<file path="config.mk">
export PLATFORM = sky130hd
export DESIGN_NAME = clsr_exec
export DESIGN_NICKNAME = d
export VERILOG_FILES = /design/src/clsr_exec.v /design/src/clsr_phase.v
export VERILOG_INCLUDE_DIRS = /design/src /design/src/src
export SDC_FILE = /design/constraint.sdc
export NUM_CORES = 1
export LEC_CHECK = 0
export BUFFER_PORTS_ARGS = -buffer_cell sky130_fd_sc_hd__buf_2
export CORE_ASPECT_RATIO = 0.7
export CORE_MARGIN = 5
export CORE_UTILIZATION = 60
export CTS_BUF_LIST = sky130_fd_sc_hd__clkbuf_4 sky130_fd_sc_hd__clkbuf_8
export CTS_CLUSTER_DIAMETER = 100
export DETAILED_ROUTE_END_ITERATION = 10
export PLACE_DENSITY_LB_ADDON = 0.25
export SYNTH_ARGS = -nofsm -noshare
export SYNTH_HDL_FRONTEND = slang
export SYNTH_HIERARCHICAL = 1
export SYNTH_SLANG_ARGS = --single-unit
export TNS_END_PERCENT = 1
</file>
<file path="constraint.sdc">
create_clock -name i_clock -period 4.2 [get_ports i_clock]
set_input_delay 0.42 -clock i_clock [delete_from_list [all_inputs] [get_ports i_clock]]
set_output_delay 0.42 -clock i_clock [all_outputs]
set_load 0.02 [all_outputs]
</file>
<file path="src/clsr_defs.vh">
// Purpose: Constants for the load/status/port-read/return execution block
// Assumes: 8-bit data, 15-bit address, three clocks per processor cycle
// Notes:   Included by bare name
`ifndef CLSR_DEFS_VH
`define CLSR_DEFS_VH

// ----------------------------------------
// Timing
// ----------------------------------------
`define CLSR_CLK_PER_CYC      2'h3
`define CLSR_CYC_ABS          3'h4
`define CLSR_CYC_IMM          3'h2
`define CLSR_CYC_REL          3'h3
`define CLSR_CYC_ONE          3'h2
`define CLSR_CYC_PRESET       3'h3
`define CLSR_CYC_RDPORT       3'h2
`define CLSR_CYC_RDEXT        3'h3
`define CLSR_CYC_RET          3'h3

// ----------------------------------------
// Opcodes (upper six bits)
// ----------------------------------------
`define CLSR_OP_LD_ZERO       6'h00
`define CLSR_OP_LD_IMM        6'h01
`define CLSR_OP_LD_REL        6'h02
`define CLSR_OP_LD_ABS        6'h03
`define CLSR_OP_RET_COND      6'h05
`define CLSR_OP_RD_CTRL       6'h0C
`define CLSR_OP_RET_EN        6'h0D
`define CLSR_OP_RD_DATA       6'h1C
`define CLSR_OP_RD_EXT        6'h15
`define CLSR_OP_STATUS        6'h24
`define CLSR_OP_PRESET        6'h1D
`define CLSR_OP_NOP           6'h30

// Full-byte opcodes for the status group
`define CLSR_BY_LD_ST_HIGH    8'h92
`define CLSR_BY_LD_ST_LOW     8'h93
`define CLSR_BY_PRE_ST_HIGH   8'h76
`define CLSR_BY_PRE_ST_LOW    8'h77

// ----------------------------------------
// Status fields
// ----------------------------------------
`define CLSR_CC_HI            7
`define CLSR_CC_LO            6
`define CLSR_II_BIT           5
`define CLSR_SP_HI            2
`define CLSR_SP_LO            0
`define CLSR_HIGH_MASK        8'hE7
`define CLSR_CC_POS           2'h1
`define CLSR_CC_ZERO          2'h0
`define CLSR_CC_NEG           2'h2
`define CLSR_COND_ALWAYS      2'h3

`endif

</file>
<file path="src/clsr_exec.v">
// Purpose: Executes loads, status loads/presets, no-op, port reads and returns
// Assumes: Instruction bytes are offered by the fetch logic with i_ins_valid
// Notes:   Bus inputs come from pins and pass two flip-flops before use
//
// Summary of operation
// - Absolute load: three bytes, memory byte into register, four cycles.
// - Indexed absolute load: low opcode bits pick index, destination is register zero.
// - Loads and port reads set condition code: 01 positive, 00 zero, 10 negative.
// - Immediate load: second byte into register, two cycles.
// - Relative load: address is next-instruction address plus displacement, three cycles.
// - Load to register zero copies the register; source unchanged; 00 undefined.
// - Low status load takes register zero whole; condition code from bits 7,6.
// - High status load takes register zero; bits 4 and 3 forced zero.
// - No-operation changes nothing and still takes two cycles.
// - Low status preset sets masked bits, keeps others, three cycles.
// - High status preset sets masked bits except 4 and 3, keeps others, three cycles.
// - Control read: request, IO, read, control, non-extended; byte within two cycles.
// - Data read: request, IO, read, data, non-extended; device drives bus.
// - Port reads store high bus lines as ones.
// - Extended read puts second byte on address bus, request, IO, read, extended.
// - Conditional return on field match pops return stack, decrements stack pointer.
// - Field value three makes both returns unconditional.
// - Enabling return clears interrupt inhibit only when return is taken.
// - Accepted interrupt branches to subroutine and sets interrupt inhibit.
`timescale 1ns/1ns
`default_nettype none
`include "clsr_defs.vh"

module clsr_exec (
    input  wire        i_clock,
    input  wire        i_rst,
    input  wire        i_ins_valid,
    input  wire [7:0]  i_ins_byte0,
    input  wire [7:0]  i_ins_byte1,
    input  wire [7:0]  i_ins_byte2,
    input  wire [14:0] i_ins_addr,
    input  wire        i_int_req,
    input  wire [14:0] i_int_vector,
    input  wire [7:0]  i_data_bus,
    output reg         o_busy,
    output reg         o_operation_request,
    output reg         o_mem_io_n,
    output reg         o_read_n_write,
    output reg         o_data_n_ctrl,
    output reg         o_extended_select,
    output reg  [14:0] o_addr_bus,
    output reg  [14:0] o_instruction_address_register,
    output reg  [7:0]  o_status_low_byte,
    output reg  [7:0]  o_status_high_byte,
    output reg  [7:0]  o_reg0,
    output reg  [7:0]  o_reg1,
    output reg  [7:0]  o_reg2,
    output reg  [7:0]  o_reg3
);
    localparam S_IDLE = 2'h0;
    localparam S_BUS  = 2'h1;
    localparam S_WAIT = 2'h2;

    wire       cyc_end;
    reg  [1:0] state_q;
    reg  [2:0] cyc_q;
    reg  [7:0] bus_m_q;
    reg  [7:0] bus_s_q;
    reg  [7:0] b0_q;
    reg  [7:0] b1_q;
    reg  [14:0] next_q;
    reg  [14:0] ras_q [0:7];
    reg  [7:0] gpr [0:3];
    reg  [7:0] ld_val;
    reg  [1:0] dst;
    reg  [1:0] cc_new;
    reg  [2:0] sp_dec;
    reg  [2:0] sp_inc;
    reg  [14:0] ind_addr;
    reg  [14:0] rel_addr;
    integer    k;

    clsr_phase u_phase (
        .i_clock   (i_clock),
        .i_rst     (i_rst),
        .o_cyc_end (cyc_end)
    );

    // ----------------------------------------
    // Bus input synchroniser
    // ----------------------------------------
    always @(posedge i_clock) begin
        if (i_rst) begin
            bus_m_q <= 8'h00;
            bus_s_q <= 8'h00;
        end else begin
            bus_m_q <= i_data_bus;
            bus_s_q <= bus_m_q;
        end
    end

    // ----------------------------------------
    // Helpers
    // ----------------------------------------
    always @* begin
        sp_dec   = o_status_high_byte[`CLSR_SP_HI:`CLSR_SP_LO] - 3'h1;
        sp_inc   = o_status_high_byte[`CLSR_SP_HI:`CLSR_SP_LO] + 3'h1;
        ind_addr = {i_ins_byte1[6:0], i_ins_byte2} + {7'h00, gpr[i_ins_byte0[1:0]]};
        // Displacement is 7-bit signed, relative to the following byte
        rel_addr = i_ins_addr + 15'h0002 + {{8{i_ins_byte1[6]}}, i_ins_byte1[6:0]};
        ld_val   = bus_s_q;
        dst      = b0_q[1:0];
        if (ld_val[7])
            cc_new = `CLSR_CC_NEG;
        else if (ld_val == 8'h00)
            cc_new = `CLSR_CC_ZERO;
        else
            cc_new = `CLSR_CC_POS;
    end

    always @* begin
        o_reg0 = gpr[0];
        o_reg1 = gpr[1];
        o_reg2 = gpr[2];
        o_reg3 = gpr[3];
    end

    // ----------------------------------------
    // Execution sequencer
    // ----------------------------------------
    // Bus-driven instructions hold the strobes for their whole duration and
    // capture the synchronised bus on the final cycle edge, so two flops of
    // pin latency are absorbed inside the cycle.
    always @(posedge i_clock) begin
        if (i_rst) begin
            state_q                        <= S_IDLE;
            cyc_q                          <= 3'h0;
            b0_q                           <= 8'h00;
            b1_q                           <= 8'h00;
            next_q                         <= 15'h0000;
            o_busy                         <= 1'b0;
            o_operation_request            <= 1'b0;
            o_mem_io_n                     <= 1'b0;
            o_read_n_write                 <= 1'b0;
            o_data_n_ctrl                  <= 1'b0;
            o_extended_select              <= 1'b0;
            o_addr_bus                     <= 15'h0000;
            o_instruction_address_register <= 15'h0000;
            o_status_low_byte              <= 8'h00;
            o_status_high_byte             <= 8'h00;
            for (k = 0; k < 8; k = k + 1)
                ras_q[k] <= 15'h0000;
            for (k = 0; k < 4; k = k + 1)
                gpr[k] <= 8'h00;
        end else begin
            case (state_q)
            S_IDLE: begin
                if (cyc_end && i_int_req && !o_status_high_byte[`CLSR_II_BIT]) begin
                    ras_q[sp_inc]                                        <= i_ins_addr;
                    o_status_high_byte[`CLSR_SP_HI:`CLSR_SP_LO]          <= sp_inc;
                    o_status_high_byte[`CLSR_II_BIT]                     <= 1'b1;
                    o_instruction_address_register                       <= i_int_vector;
                end else if (cyc_end && i_ins_valid) begin
                    b0_q   <= i_ins_byte0;
                    b1_q   <= i_ins_byte1;
                    o_busy <= 1'b1;
                    state_q <= S_WAIT;
                    cyc_q  <= `CLSR_CYC_ONE - 3'h1;
                    next_q <= i_ins_addr + 15'h0001;
                    case (i_ins_byte0[7:2])
                    `CLSR_OP_LD_ABS: begin
                        state_q             <= S_BUS;
                        cyc_q               <= `CLSR_CYC_ABS - 3'h1;
                        next_q              <= i_ins_addr + 15'h0003;
                        o_operation_request <= 1'b1;
                        o_mem_io_n          <= 1'b1;
                        o_read_n_write      <= 1'b0;
                        o_extended_select   <= 1'b0;
                        o_addr_bus          <= i_ins_byte1[7] ? ind_addr :
                                               {i_ins_byte1[6:0], i_ins_byte2};
                    end
                    `CLSR_OP_LD_REL: begin
                        state_q             <= S_BUS;
                        cyc_q               <= `CLSR_CYC_REL - 3'h1;
                        next_q              <= i_ins_addr + 15'h0002;
                        o_operation_request <= 1'b1;
                        o_mem_io_n          <= 1'b1;
                        o_read_n_write      <= 1'b0;
                        o_extended_select   <= 1'b0;
                        o_addr_bus          <= rel_addr;
                    end
                    `CLSR_OP_RD_CTRL, `CLSR_OP_RD_DATA: begin
                        state_q             <= S_BUS;
                        cyc_q               <= `CLSR_CYC_RDPORT - 3'h1;
                        o_operation_request <= 1'b1;
                        o_mem_io_n          <= 1'b0;
                        o_read_n_write      <= 1'b0;
                        o_data_n_ctrl       <= i_ins_byte0[6];
                        o_extended_select   <= 1'b0;
                    end
                    `CLSR_OP_RD_EXT: begin
                        state_q             <= S_BUS;
                        cyc_q               <= `CLSR_CYC_RDEXT - 3'h1;
                        next_q              <= i_ins_addr + 15'h0002;
                        o_operation_request <= 1'b1;
                        o_mem_io_n          <= 1'b0;
                        o_read_n_write      <= 1'b0;
                        o_extended_select   <= 1'b1;
                        o_addr_bus          <= {7'h00, i_ins_byte1};
                    end
                    `CLSR_OP_LD_IMM: begin
                        cyc_q  <= `CLSR_CYC_IMM - 3'h1;
                        next_q <= i_ins_addr + 15'h0002;
                    end
                    `CLSR_OP_RET_COND, `CLSR_OP_RET_EN: begin
                        cyc_q <= `CLSR_CYC_RET - 3'h1;
                    end
                    default: begin
                        // Presets carry a mask byte and take an extra cycle
                        if (i_ins_byte0 == `CLSR_BY_PRE_ST_LOW || i_ins_byte0 == `CLSR_BY_PRE_ST_HIGH) begin
                            cyc_q  <= `CLSR_CYC_PRESET - 3'h1;
                            next_q <= i_ins_addr + 15'h0002;
                        end
                    end
                    endcase
                end
            end
            S_BUS: begin
                if (cyc_end) begin
                    // Count reaches zero on the last of the N cycles after the take edge
                    if (cyc_q == 3'h0) begin
                        o_operation_request <= 1'b0;
                        // Indexed absolute load always lands in register zero
                        if (b0_q[7:2] == `CLSR_OP_LD_ABS && b1_q[7])
                            gpr[0] <= ld_val;
                        else
                            gpr[dst] <= ld_val;
                        o_status_low_byte[`CLSR_CC_HI:`CLSR_CC_LO] <= cc_new;
                        o_instruction_address_register <= next_q;
                        o_busy  <= 1'b0;
                        state_q <= S_IDLE;
                    end
                    cyc_q <= cyc_q - 3'h1;
                end
            end
            S_WAIT: begin
                if (cyc_end) begin
                    cyc_q <= cyc_q - 3'h1;
                    if (cyc_q == 3'h0) begin
                        o_busy  <= 1'b0;
                        state_q <= S_IDLE;
                        o_instruction_address_register <= next_q;
                        case (b0_q[7:2])
                        `CLSR_OP_LD_IMM: begin
                            gpr[dst] <= b1_q;
                            o_status_low_byte[`CLSR_CC_HI:`CLSR_CC_LO] <=
                                b1_q[7] ? `CLSR_CC_NEG : (b1_q == 8'h00 ? `CLSR_CC_ZERO : `CLSR_CC_POS);
                        end
                        `CLSR_OP_LD_ZERO: begin
                            // All-zero opcode is undefined; it behaves as a copy of r0
                            gpr[0] <= gpr[dst];
                            o_status_low_byte[`CLSR_CC_HI:`CLSR_CC_LO] <=
                                gpr[dst][7] ? `CLSR_CC_NEG :
                                (gpr[dst] == 8'h00 ? `CLSR_CC_ZERO : `CLSR_CC_POS);
                        end
                        `CLSR_OP_RET_COND, `CLSR_OP_RET_EN: begin
                            if (dst == `CLSR_COND_ALWAYS ||
                                dst == o_status_low_byte[`CLSR_CC_HI:`CLSR_CC_LO]) begin
                                o_instruction_address_register <= ras_q[o_status_high_byte[`CLSR_SP_HI:`CLSR_SP_LO]];
                                o_status_high_byte[`CLSR_SP_HI:`CLSR_SP_LO] <= sp_dec;
                                if (b0_q[5])
                                    o_status_high_byte[`CLSR_II_BIT] <= 1'b0;
                            end
                        end
                        default: begin
                            if (b0_q == `CLSR_BY_LD_ST_LOW)
                                o_status_low_byte <= gpr[0];
                            else if (b0_q == `CLSR_BY_LD_ST_HIGH)
                                o_status_high_byte <= gpr[0] & `CLSR_HIGH_MASK;
                            else if (b0_q == `CLSR_BY_PRE_ST_LOW)
                                o_status_low_byte <= o_status_low_byte | b1_q;
                            else if (b0_q == `CLSR_BY_PRE_ST_HIGH)
                                o_status_high_byte <= (o_status_high_byte | b1_q) & `CLSR_HIGH_MASK;
                            // No-operation and anything else falls through untouched
                        end
                        endcase
                    end
                end
            end
            default: begin
                state_q <= S_IDLE;
            end
            endcase
        end
    end
endmodule // clsr_exec

`default_nettype wire

</file>
<file path="src/clsr_phase.v">
// Purpose: Divides the clock into three-period processor cycles
// Assumes: Single clock, synchronous reset
// Notes:   o_cyc_end pulses on the last clock of each cycle
`timescale 1ns/1ns
`default_nettype none
`include "clsr_defs.vh"

module clsr_phase (
    input  wire       i_clock,
    input  wire       i_rst,
    output reg        o_cyc_end
);
    reg [1:0] cnt_q;

    // ----------------------------------------
    // Phase counter
    // ----------------------------------------
    always @(posedge i_clock) begin
        if (i_rst) begin
            cnt_q     <= 2'h0;
            o_cyc_end <= 1'b0;
        end else begin
            cnt_q     <= (cnt_q == `CLSR_CLK_PER_CYC - 2'h1) ? 2'h0 : cnt_q + 2'h1;
            o_cyc_end <= (cnt_q == `CLSR_CLK_PER_CYC - 2'h2);
        end
    end
endmodule // clsr_phase

`default_nettype wire

</file>
## Word-level counts from Yosys, hierarchy flattened

Memory sizes are Yosys's and may differ from the RTL's. A register that Yosys moved wholly into a read port is not among the register bits.
Cells that the tools add are included.

- Register bits: 106
- Memories kept: 2
- ROM bits: 0
- Output and inout port bits: 84
- Memory bits (writable): 152
- Latch bits: 0

- Mux-type cells: 110
- Add/sub/neg operators: 9
- $lt $le $gt $ge: 0
- Multiply operators: 0
- Equal/unequal tests: 45
- Bitwise gates (word level): 8
- Shift-type cells: 0
- Reductions and logical operators: 54
- Divide/modulo/power cells: 0

Memory list:

| memory | depth | bits a word | read ports | clocked after Yosys merged registers in | wr ports | line | text |
|---|---|---|---|---|---|---|---|
| ras_q | 8 | 15 | 1 | 1 | 8 | clsr_exec.v:67 | `reg [14:0] ras_q [0:7];` |
| gpr | 4 | 8 | 6 | 1 | 4 | clsr_exec.v:68 | `reg [7:0] gpr [0:3];` |

Operators by type and width:

| operator | number |
|---|---|
| 15-bit 2-to-1 mux | 10 |
| 15-bit one-hot mux with 3 select lines | 3 |
| 8-bit 2-to-1 mux | 12 |
| 1-bit 2-to-1 mux | 45 |
| 8-bit by 7-bit equality test with 1-bit output (second input constant) | 4 |
| 15-bit by 2-bit adder with 15-bit output (second input constant) | 2 |
| 2-bit 2-to-1 mux | 15 |
| 8-bit zero test | 3 |
| 3-bit 2-to-1 mux | 8 |
| 6-bit 2-to-1 mux | 4 |
| 4-bit AND reduction | 6 |
| 2-bit != test (second input constant) | 10 |
| 6-bit by 2-bit equality test with 1-bit output (second input constant) | 3 |
| 6-bit by 4-bit equality test with 1-bit output (second input constant) | 3 |
| 3-bit one-hot mux with 2 select lines | 3 |
| 6-bit AND reduction | 3 |
| 8-bit equality test (second input constant) | 2 |
| 8-bit bitwise OR | 2 |
| 2-bit nonzero test | 8 |
| 4-bit OR reduction | 4 |
| 15-bit by 1-bit adder with 15-bit output (second input constant) | 1 |
| 15-bit adder | 1 |
| 15-bit by 8-bit adder with 15-bit output | 1 |
| 15-bit OR reduction | 1 |
| 36 further kinds | 72 |

## Longest topological paths before layout

Gate-level depths: netlist of the first run.

- Depth in word-level cells: 11
- Depth in mapped cells: 13
- Mapped depth without buffers: 12

## Cells and area by module

The synthesis of the first run kept the hierarchy.

By module, submodules not included:

| module | area an instance (um2) | cells an instance | times used |
|---|---|---|---|
| clsr_exec | 14392.6 | 1412 | 1 |
| clsr_phase | 108.9 | 10 | 1 |

## Worst setup path after synthesis of the first run

Ideal clock, no wire load.

- Path type: input-to-reg
- From: input i_ins_byte0[0]
- To: register o_addr_bus[14]
- Stages: 10
- Setup slack: 1.106 ns
- Setup time: 0.074 ns
- Path buffers: 1
- Data required time: 4.126 ns
- Arrival time: 3.019 ns
- Cells stage by stage: clkbuf_1 -> mux4_2 -> ha_1 -> nor2b_1 -> o2111ai_1 -> and4b_1 -> nor4b_1 -> xor2_1 -> nand3_1 -> a31oi_1

- Longest elaborated chain between the ends: 4

Ends and longest elaborated chain:

| element | line | text |
|---|---|---|
| start: declaration | clsr_exec.v:33 | `input wire [7:0] i_ins_byte0,` |
| memory 4 x 8 bit | - |  |
| 15-bit by 8-bit adder with 15-bit output | clsr_exec.v:103 | `ind_addr = {i_ins_byte1[6:0], i_ins_byte2} + {7'h00, gpr[i_ins_byte0[1:0]]};` |
| 15-bit 2-to-1 mux | clsr_exec.v:174 | `o_addr_bus <= i_ins_byte1[7] ? ind_addr :` |
| 15-bit one-hot mux with 3 select lines | clsr_exec.v:165 | `case (i_ins_byte0[7:2])` |
| end signal: assignment | clsr_exec.v:174 |  |
| end signal: assignment | clsr_exec.v:185 | `o_addr_bus <= rel_addr;` |
| end signal: assignment | clsr_exec.v:204 | `o_addr_bus <= {7'h00, i_ins_byte1};` |
| end: declaration | clsr_exec.v:46 | `output reg [14:0] o_addr_bus,` |

No other way between the ends.
A chain may end at the register's enable or synchronous reset.

==> impl_results.md, run 1 <==
* Post-Syn Area at 0.0145 sq mm
* GRT Residual Overflow at 0
* Post-CTS Setup Inserts at 0
* Post-Route M1 WL at 18.6 mm
* Root buffer cell: clkbuf_8
* Post-Place Setup Slack at 761 ps
* Register Area at 0.00675 sq mm
* Total GRT Usage at a little under a third
* Post-synth EDFFs at 152
* Fmax achieved at 322 MHz
* Fin. max-slew vios at 0
* Avg Cell Area, Syn at about 10 sq um
* Most used standard cell by instance count after synthesis: edfxtp_1
* Met3 Routed Length at 6.48 mm
* WP data arrival at 3570 ps
* Standard-cell rows at 47
* Final critical-path required period at between 3000 and 4000 ps
* P&R area growth vs syn at 11.6%
* Post-synthesis mux area share at 9.27%
* Final instance area at around 0.016 sq mm
* Multi-input logic area at 0.00722 sq mm
* H-tree depth at 2
* VDD IR max at 0.301 mV
* Sinks on Clock Net at 261
* RSZ-0062 raised after global routing: false
* Initial Utilization at 61.2%
* Detail Placement HPWL at 30.8 mm
* Post-synth top area share at 31.5%
* Setup Viol. Count Final at 0
* Largest net degree at the start of global routing at between 60 and 70
* Via-to-Cell Ratio at 6.39
* Clock skew at approximately 19 ps
* TritonCTS Buffers at 40
* Global-route wire length before repair at between 60 and 70 mm
* I/O pin count at 150
* Post-synth ARST share at 0%
* Layout cell share with drive strength beyond 1 at between 20% and 30%
* Synth Warn # at 6
* Hold WS at about 85 ps
* Drt first pass iters at 5
* ANT nets after route at 0
* Crit end category: flop
* Rel. slew slack at approximately 23%
* Resized Gates After CTS at 0
* DR iter-0 viols at 1,671
* Predominant post-synthesis flop cell: edfxtp_1
* Area contributors post-synth: edfxtp_1 (31%), dfxtp_1 (15%), mux4_2 (7.1%)
* Status: finished clean
* DR WL met2 at ~17 mm
* Count of different cell masters after synthesis at 87
* CTS tree: built
* Top Metal Used: met5
* Clk Latency, worst-skew pair at 550 ps
* Initial antenna violation count at 6
* Crit Path Category: reg -> reg
* Measured slew at the worst slew-check pin at 1160 ps
* Vias in the first global route at 11,300
* Final WS setup at 1100 ps
* NumNets Final at 1,637
* Die Span X at 196 um
* Die Ht at between 100 and 150 um
* Post-Synth Simple-Gate Area at just over 20%
* Min-delay worst type: in -> reg
* PD cells at 405 mW/mm^2
* Core ar. at roughly 0.024 sq mm
* Post-synthesis cell count at 1,422
* Synth Area in Adders at 3.55%
* Register bit total from synthesis at 261
* Critical Path RT at 4670 ps
* DRT Wirelength at approximately 43 mm
* DRC at 0
* Leakage Power at 6.22 nW
* Synth Area in Compound Gates at 13.3%
* Synth Area in XOR/XNOR at 2.96%
* Worst-case clock buffer depth at 3
* Clock slew at reported path FFs at ~70 ps
* Via count at 12,000
* Sequential-to-total area share from yosys stat at 46.5%
* Final Hold Viols at 0
* TNS Setup at 0 ps
* Yosys top cell by area: edfxtp_1
* Final period util at 73.8%
* PortBufs at 146
* Commonest cells in the netlist: edfxtp_1 (152), nor2_1 (126), nand2_1 (115), and2_1 (110), dfxtp_1 (109)
* Placed Area at 0.0154 sq mm
* Die ar. at approximately 0.027 sq mm
* Largest family of logic cells by synthesized area: simple AND/OR/NAND/NOR gates
* Cts hold-fix bufs at 0
* Gpl congestion at 0.971
* Layout fillers at about 1,900
* CP Launch Type: flop
* Critical path peak fanout at 5
* WL/cell at about 23 um
* Max cap viols at 0
[cell usage in the layout (no fill, tap or decap), drive strengths merged, types with 5 or more instances in the layout]
cell type    n
or3         18
a211oi      32
a221oi       5
ha          38
and3        14
or2         11
o21bai       6
a31oi        9
edfxtp     152
mux2         6
mux2i       24
nand2      115
nand2b      17
clkbuf      59
xor2        23
dfxtp      109
a21oi      108
nand3       28
inv         33
o21ai       56
mux4        46
a32oi        5
nor3        34
clkinv      10
a21o        10
nor2       127
nand3b       8
o22ai       12
xnor2       26
and4         5
o21a         9
and2       110
a22oi        6
buf        165
a311oi       6
nor4        13
nand4        8
nor2b       33
[stage by stage]
| stage | instances | util (%) | power [mW] |
|---|---|---|---|
| after floorplan | 1424 | - | 3.95 |
| after global placement | 1807 | 64.8 | 4.34 |
| after detailed placement | 1807 | 64.8 | 4.38 |
| after CTS | 1880 | 68.3 | 6.54 |
| after global routing | 1881 | 68.3 | 6.80 |
| final | 1881 | 68.3 | 6.55 |
[worst max-delay path: stages, from the launching register on]
cell and delay [ps]:
edfxtp_1 560, mux4_2 580, ha_1 370, nor2b_1 210, o2111ai_1 160, and4b_1 280
nor4b_1 390, xor2_1 190, nand3_1 90, a31oi_1 200
[routing by layer]
layer  global-route usage [%]  vias up
li1                         -     5415
met1                     47.4     5761
met2                     41.6      748
met3                     11.9       83
met4                     5.07        6
met5                        0        -
[power breakdown]
part | internal, mW | switching, mW
Sequential | 2.84 | 0.192
Combinational | 0.533 | 0.793
Clock | 1.17 | 1.02
[state kept, by name, indices dropped and copies added (netlist names), named ones only]
signal	cells
o_mem_io_n	1
b0_q	8
o_status_low_byte	8
o_data_n_ctrl	1
bus_s_q	8
o_addr_bus	15
cyc_q	3
ras_q	120
o_extended_select	1
o_instruction_address_register	15
next_q	15
b1_q	8
u_phase/o_cyc_end	1
o_busy	1
state_q	2
u_phase/cnt_q	2
bus_m_q	8
o_status_high_byte	6
o_operation_request	1
gpr	32
[cell type report]
class | count | share of cell area (%)
multi-input combinational | 1031 | 44.6
sequential | 261 | 41.7
timing repair buffer | 165 | 5.41
clock buffer | 59 | 4.48
tap | 318 | 2.46
inverter | 32 | 0.742
clock inverter | 14 | 0.580
antenna | 1 | 0.0155
[final timing paths]
kind / from / slack [ps] / cells after the start / end
setup / recovery: gpr[0][2]$_SDFFCE_PN0P_ / 1100 / 9 / o_addr_bus[14]$_SDFFE_PP0P_
hold / removal: i_data_bus[3] / 90 / 2 / bus_m_q[3]$_SDFF_PP0_
setup reg to reg: gpr[0][2]$_SDFFCE_PN0P_ / 1100 / 9 / o_addr_bus[14]$_SDFFE_PP0P_
hold reg to reg: bus_m_q[5]$_SDFF_PP0_ / 440 / 1 / bus_s_q[5]$_SDFF_PP0_
[kinds of logic after synthesis]
kind of cell             Yosys count
other                              1
XOR/XNOR                          49
AO/OA/AOI/OAI                    302
AND/OR/NAND/NOR                  561
adder cells (fa/ha/maj)           40
buffers and inverters            132
flip-flops                       261
multiplexers                      76
(Power assumes the default switching activity.)
==> run 2: changes to the inputs <==
Settings changed: CORE_UTILIZATION 60 to 56.
Clock period 4.2 ns to 2.7 ns, I/O delays scaled along.
==> impl_results.md, run 2 (synthesized netlist as in run 1, its figures left out) <==
* Status: complete, but fails checks
* Violated checks: setup timing
* Via count at 12,500
* Die Span X at about 200 um
* Root buffer cell: clkbuf_8
* Leakage Power at between 6 and 7 nW
* Final instance area at 0.0175 sq mm
* Buf/Inv on CP at 1
* Top reg by flops: ras_q
* Die ar. at 0.0293 sq mm
* ANT nets after route at 0
* CTS tree: built
* Tot Pwr at ~10 mW
* Fmax achieved at 356 MHz
* P&R area growth vs syn at 20.5%
* Crit path max-delay family: multiplexers
* Max reg flops at 120
* NumNets Final at 1,775
* Post-Route M1 WL at 20.2 mm
* Final WS setup at -106 ps
* Final core utilization at 68.4%
* WP data arrival at 3230 ps
* PD cells at 599 mW/mm^2
* I/O pin count at 150
* Hold WS at 29.6 ps
* Initial Utilization at 56.7%
* VDD IR max at 0.365 mV
* DR WL met2 at between 15 and 20 mm
* Commonest cells after routing, fill and taps aside: edfxtp_1 (152), buf_2 (145), buf_4 (144)
* Measured slew at the worst slew-check pin at 798 ps
* Crit path largest cell delay at about 580 ps
* Drt first pass iters at 6
* Global-route wire length before repair at 69.5 mm
* Commonest non-fill, non-tap cell in the layout: edfxtp_1
* RSZ-0062 raised after global routing: true
* CP max-delay cell: mux4_2
* Final critical-path required period at 2810 ps
* Core ar. at 0.0256 sq mm
* TNS Setup at -394 ps
* Layout fillers at 2,007
* Fin. max-slew vios at 0
* Largest net degree at the start of global routing at 72
* Worst-case clock buffer depth at 3
* Met3 Routed Length at 6.93 mm
* Largest registers: ras_q x120, gpr x32
* Via-to-Cell Ratio at 6.16
* Crit end category: flop
* CP Launch Type: flop
* CP Cell Sequence: mux4_2 > ha_4 > inv_2 > fa_2 > nor2b_2 > o2111ai_2 > and4b_2 > nor2_2 > xor2_1 > a221oi_1 > nor3_1
* Top Metal Used: met4
* Vias in the first global route at roughly 12,000
* DRC at 0
* R2r setup slk at -110 ps
* Final Hold Viols at 0
* Clk Latency, worst-skew pair at 580 ps
* Final period util at 104%
* GRT Residual Overflow at 0
* Clock skew at 14.9 ps
* Max cap viols at 0
* H-tree depth at 2
* PortBufs at 146
* Detail Placement HPWL at 33.4 mm
* Crit Path Category: reg -> reg
* DRT Wirelength at 46.1 mm
* DR iter-0 viols at 1,684
* Rel. slew slack at roughly 47%
* Layout cell share with drive strength beyond 1 at around 28%
* Min-delay worst type: in -> reg
* Critical path peak fanout at 4
* Setup Viol. Count Final at 8
* TritonCTS Buffers at 41
* Critical Path RT at 3120 ps
* Standard-cell rows at just under 50
* Gpl congestion at 1.01
* Die Ht at 145 um
* Total GRT Usage at 30.9%
* Initial antenna violation count at 1
* WL/cell at 22.6 um
* Sinks on Clock Net at about 260
* Clock slew at reported path FFs at about 70 ps
* Placed Area at 0.0164 sq mm
[run 2: changes by cell type in the layout (fill, tap and decap cells not counted), sizes merged]
cell,previous run,this run
buf,165,294
bufinv,1,0
clkbuf,59,65
clkinv,10,6
clkinvlp,2,3
dlygate4sd3,0,8
inv,33,34
[run 2: path summary, 6_finish.rpt]
path                    startpoint                          to  cells after the start
max            gpr[3][0]$_DFFE_PP_  o_addr_bus[8]$_SDFFE_PP0P_                     11
min                 i_ins_byte0[7]        b0_q[7]$_SDFFE_PP0P_                      3
max reg2reg    gpr[3][0]$_DFFE_PP_  o_addr_bus[8]$_SDFFE_PP0P_                     11
min reg2reg  bus_m_q[0]$_SDFF_PP0_       bus_s_q[0]$_SDFF_PP0_                      1
[run 2: what timing repair did]
| item | CTS | global route |
|---|---|---|
| resized for setup | 12 | 18 |
| setup buffers | 1 | 6 |
| hold endpoints to repair | 8 | 0 |
| endpoints found under the setup margin | 8 | 14 |
| pin swaps | 9 | 16 |
| hold buffers | 8 | 0 |
| gates cloned | 0 | 0 |
[run 2: final cells by class]
class | instances | area, sq um | share of cell area [%]
Timing Repair Buffer | 302 | 1990 | 11.4
Inverter | 32 | 120 | 0.687
Multi-Input combinational cell | 1031 | 7380 | 42.3
Antenna cell | 1 | 2.50 | 0.0143
Clock buffer | 65 | 751 | 4.30
Tap cell | 331 | 414 | 2.37
Clock inverter | 11 | 70.1 | 0.401
Sequential cell | 261 | 6750 | 38.6
[run 2: per-layer routing]
metal / up-vias / track usage, %
li1: 5695 / -
met1: 5999 / 46.3
met2: 752 / 41.6
met3: 79 / 13.2
met4: 0 / 6.57
met5: - / 0.812
[run 2: worst reg2reg max path: stages (launching register included)]
cell and delay [ps]:
edfxtp_1 390, mux4_2 580, ha_4 210, inv_2 50, fa_2 220, nor2b_2 60, o2111ai_2 200, and4b_2 360
nor2_2 60, xor2_1 150, a221oi_1 290, nor3_1 70
[run 2: metrics by stage]
step           instances  worst slack [ps]
2_1_floorplan       1424             -7.40
3_3_place_gp        1942              -195
3_5_place_dp        1942              -237
4_1_cts             2027             -16.4
5_1_grt             2034              -165
6_report            2034              -106
[run 2: report_power, final]
group	leakage [nW]	total, mW	internal (mW)	switching, mW
sequential	2.46	4.56	4.42	0.144
clock	0.441	3.40	1.79	1.61
combinational	4.03	2.51	1.04	1.47
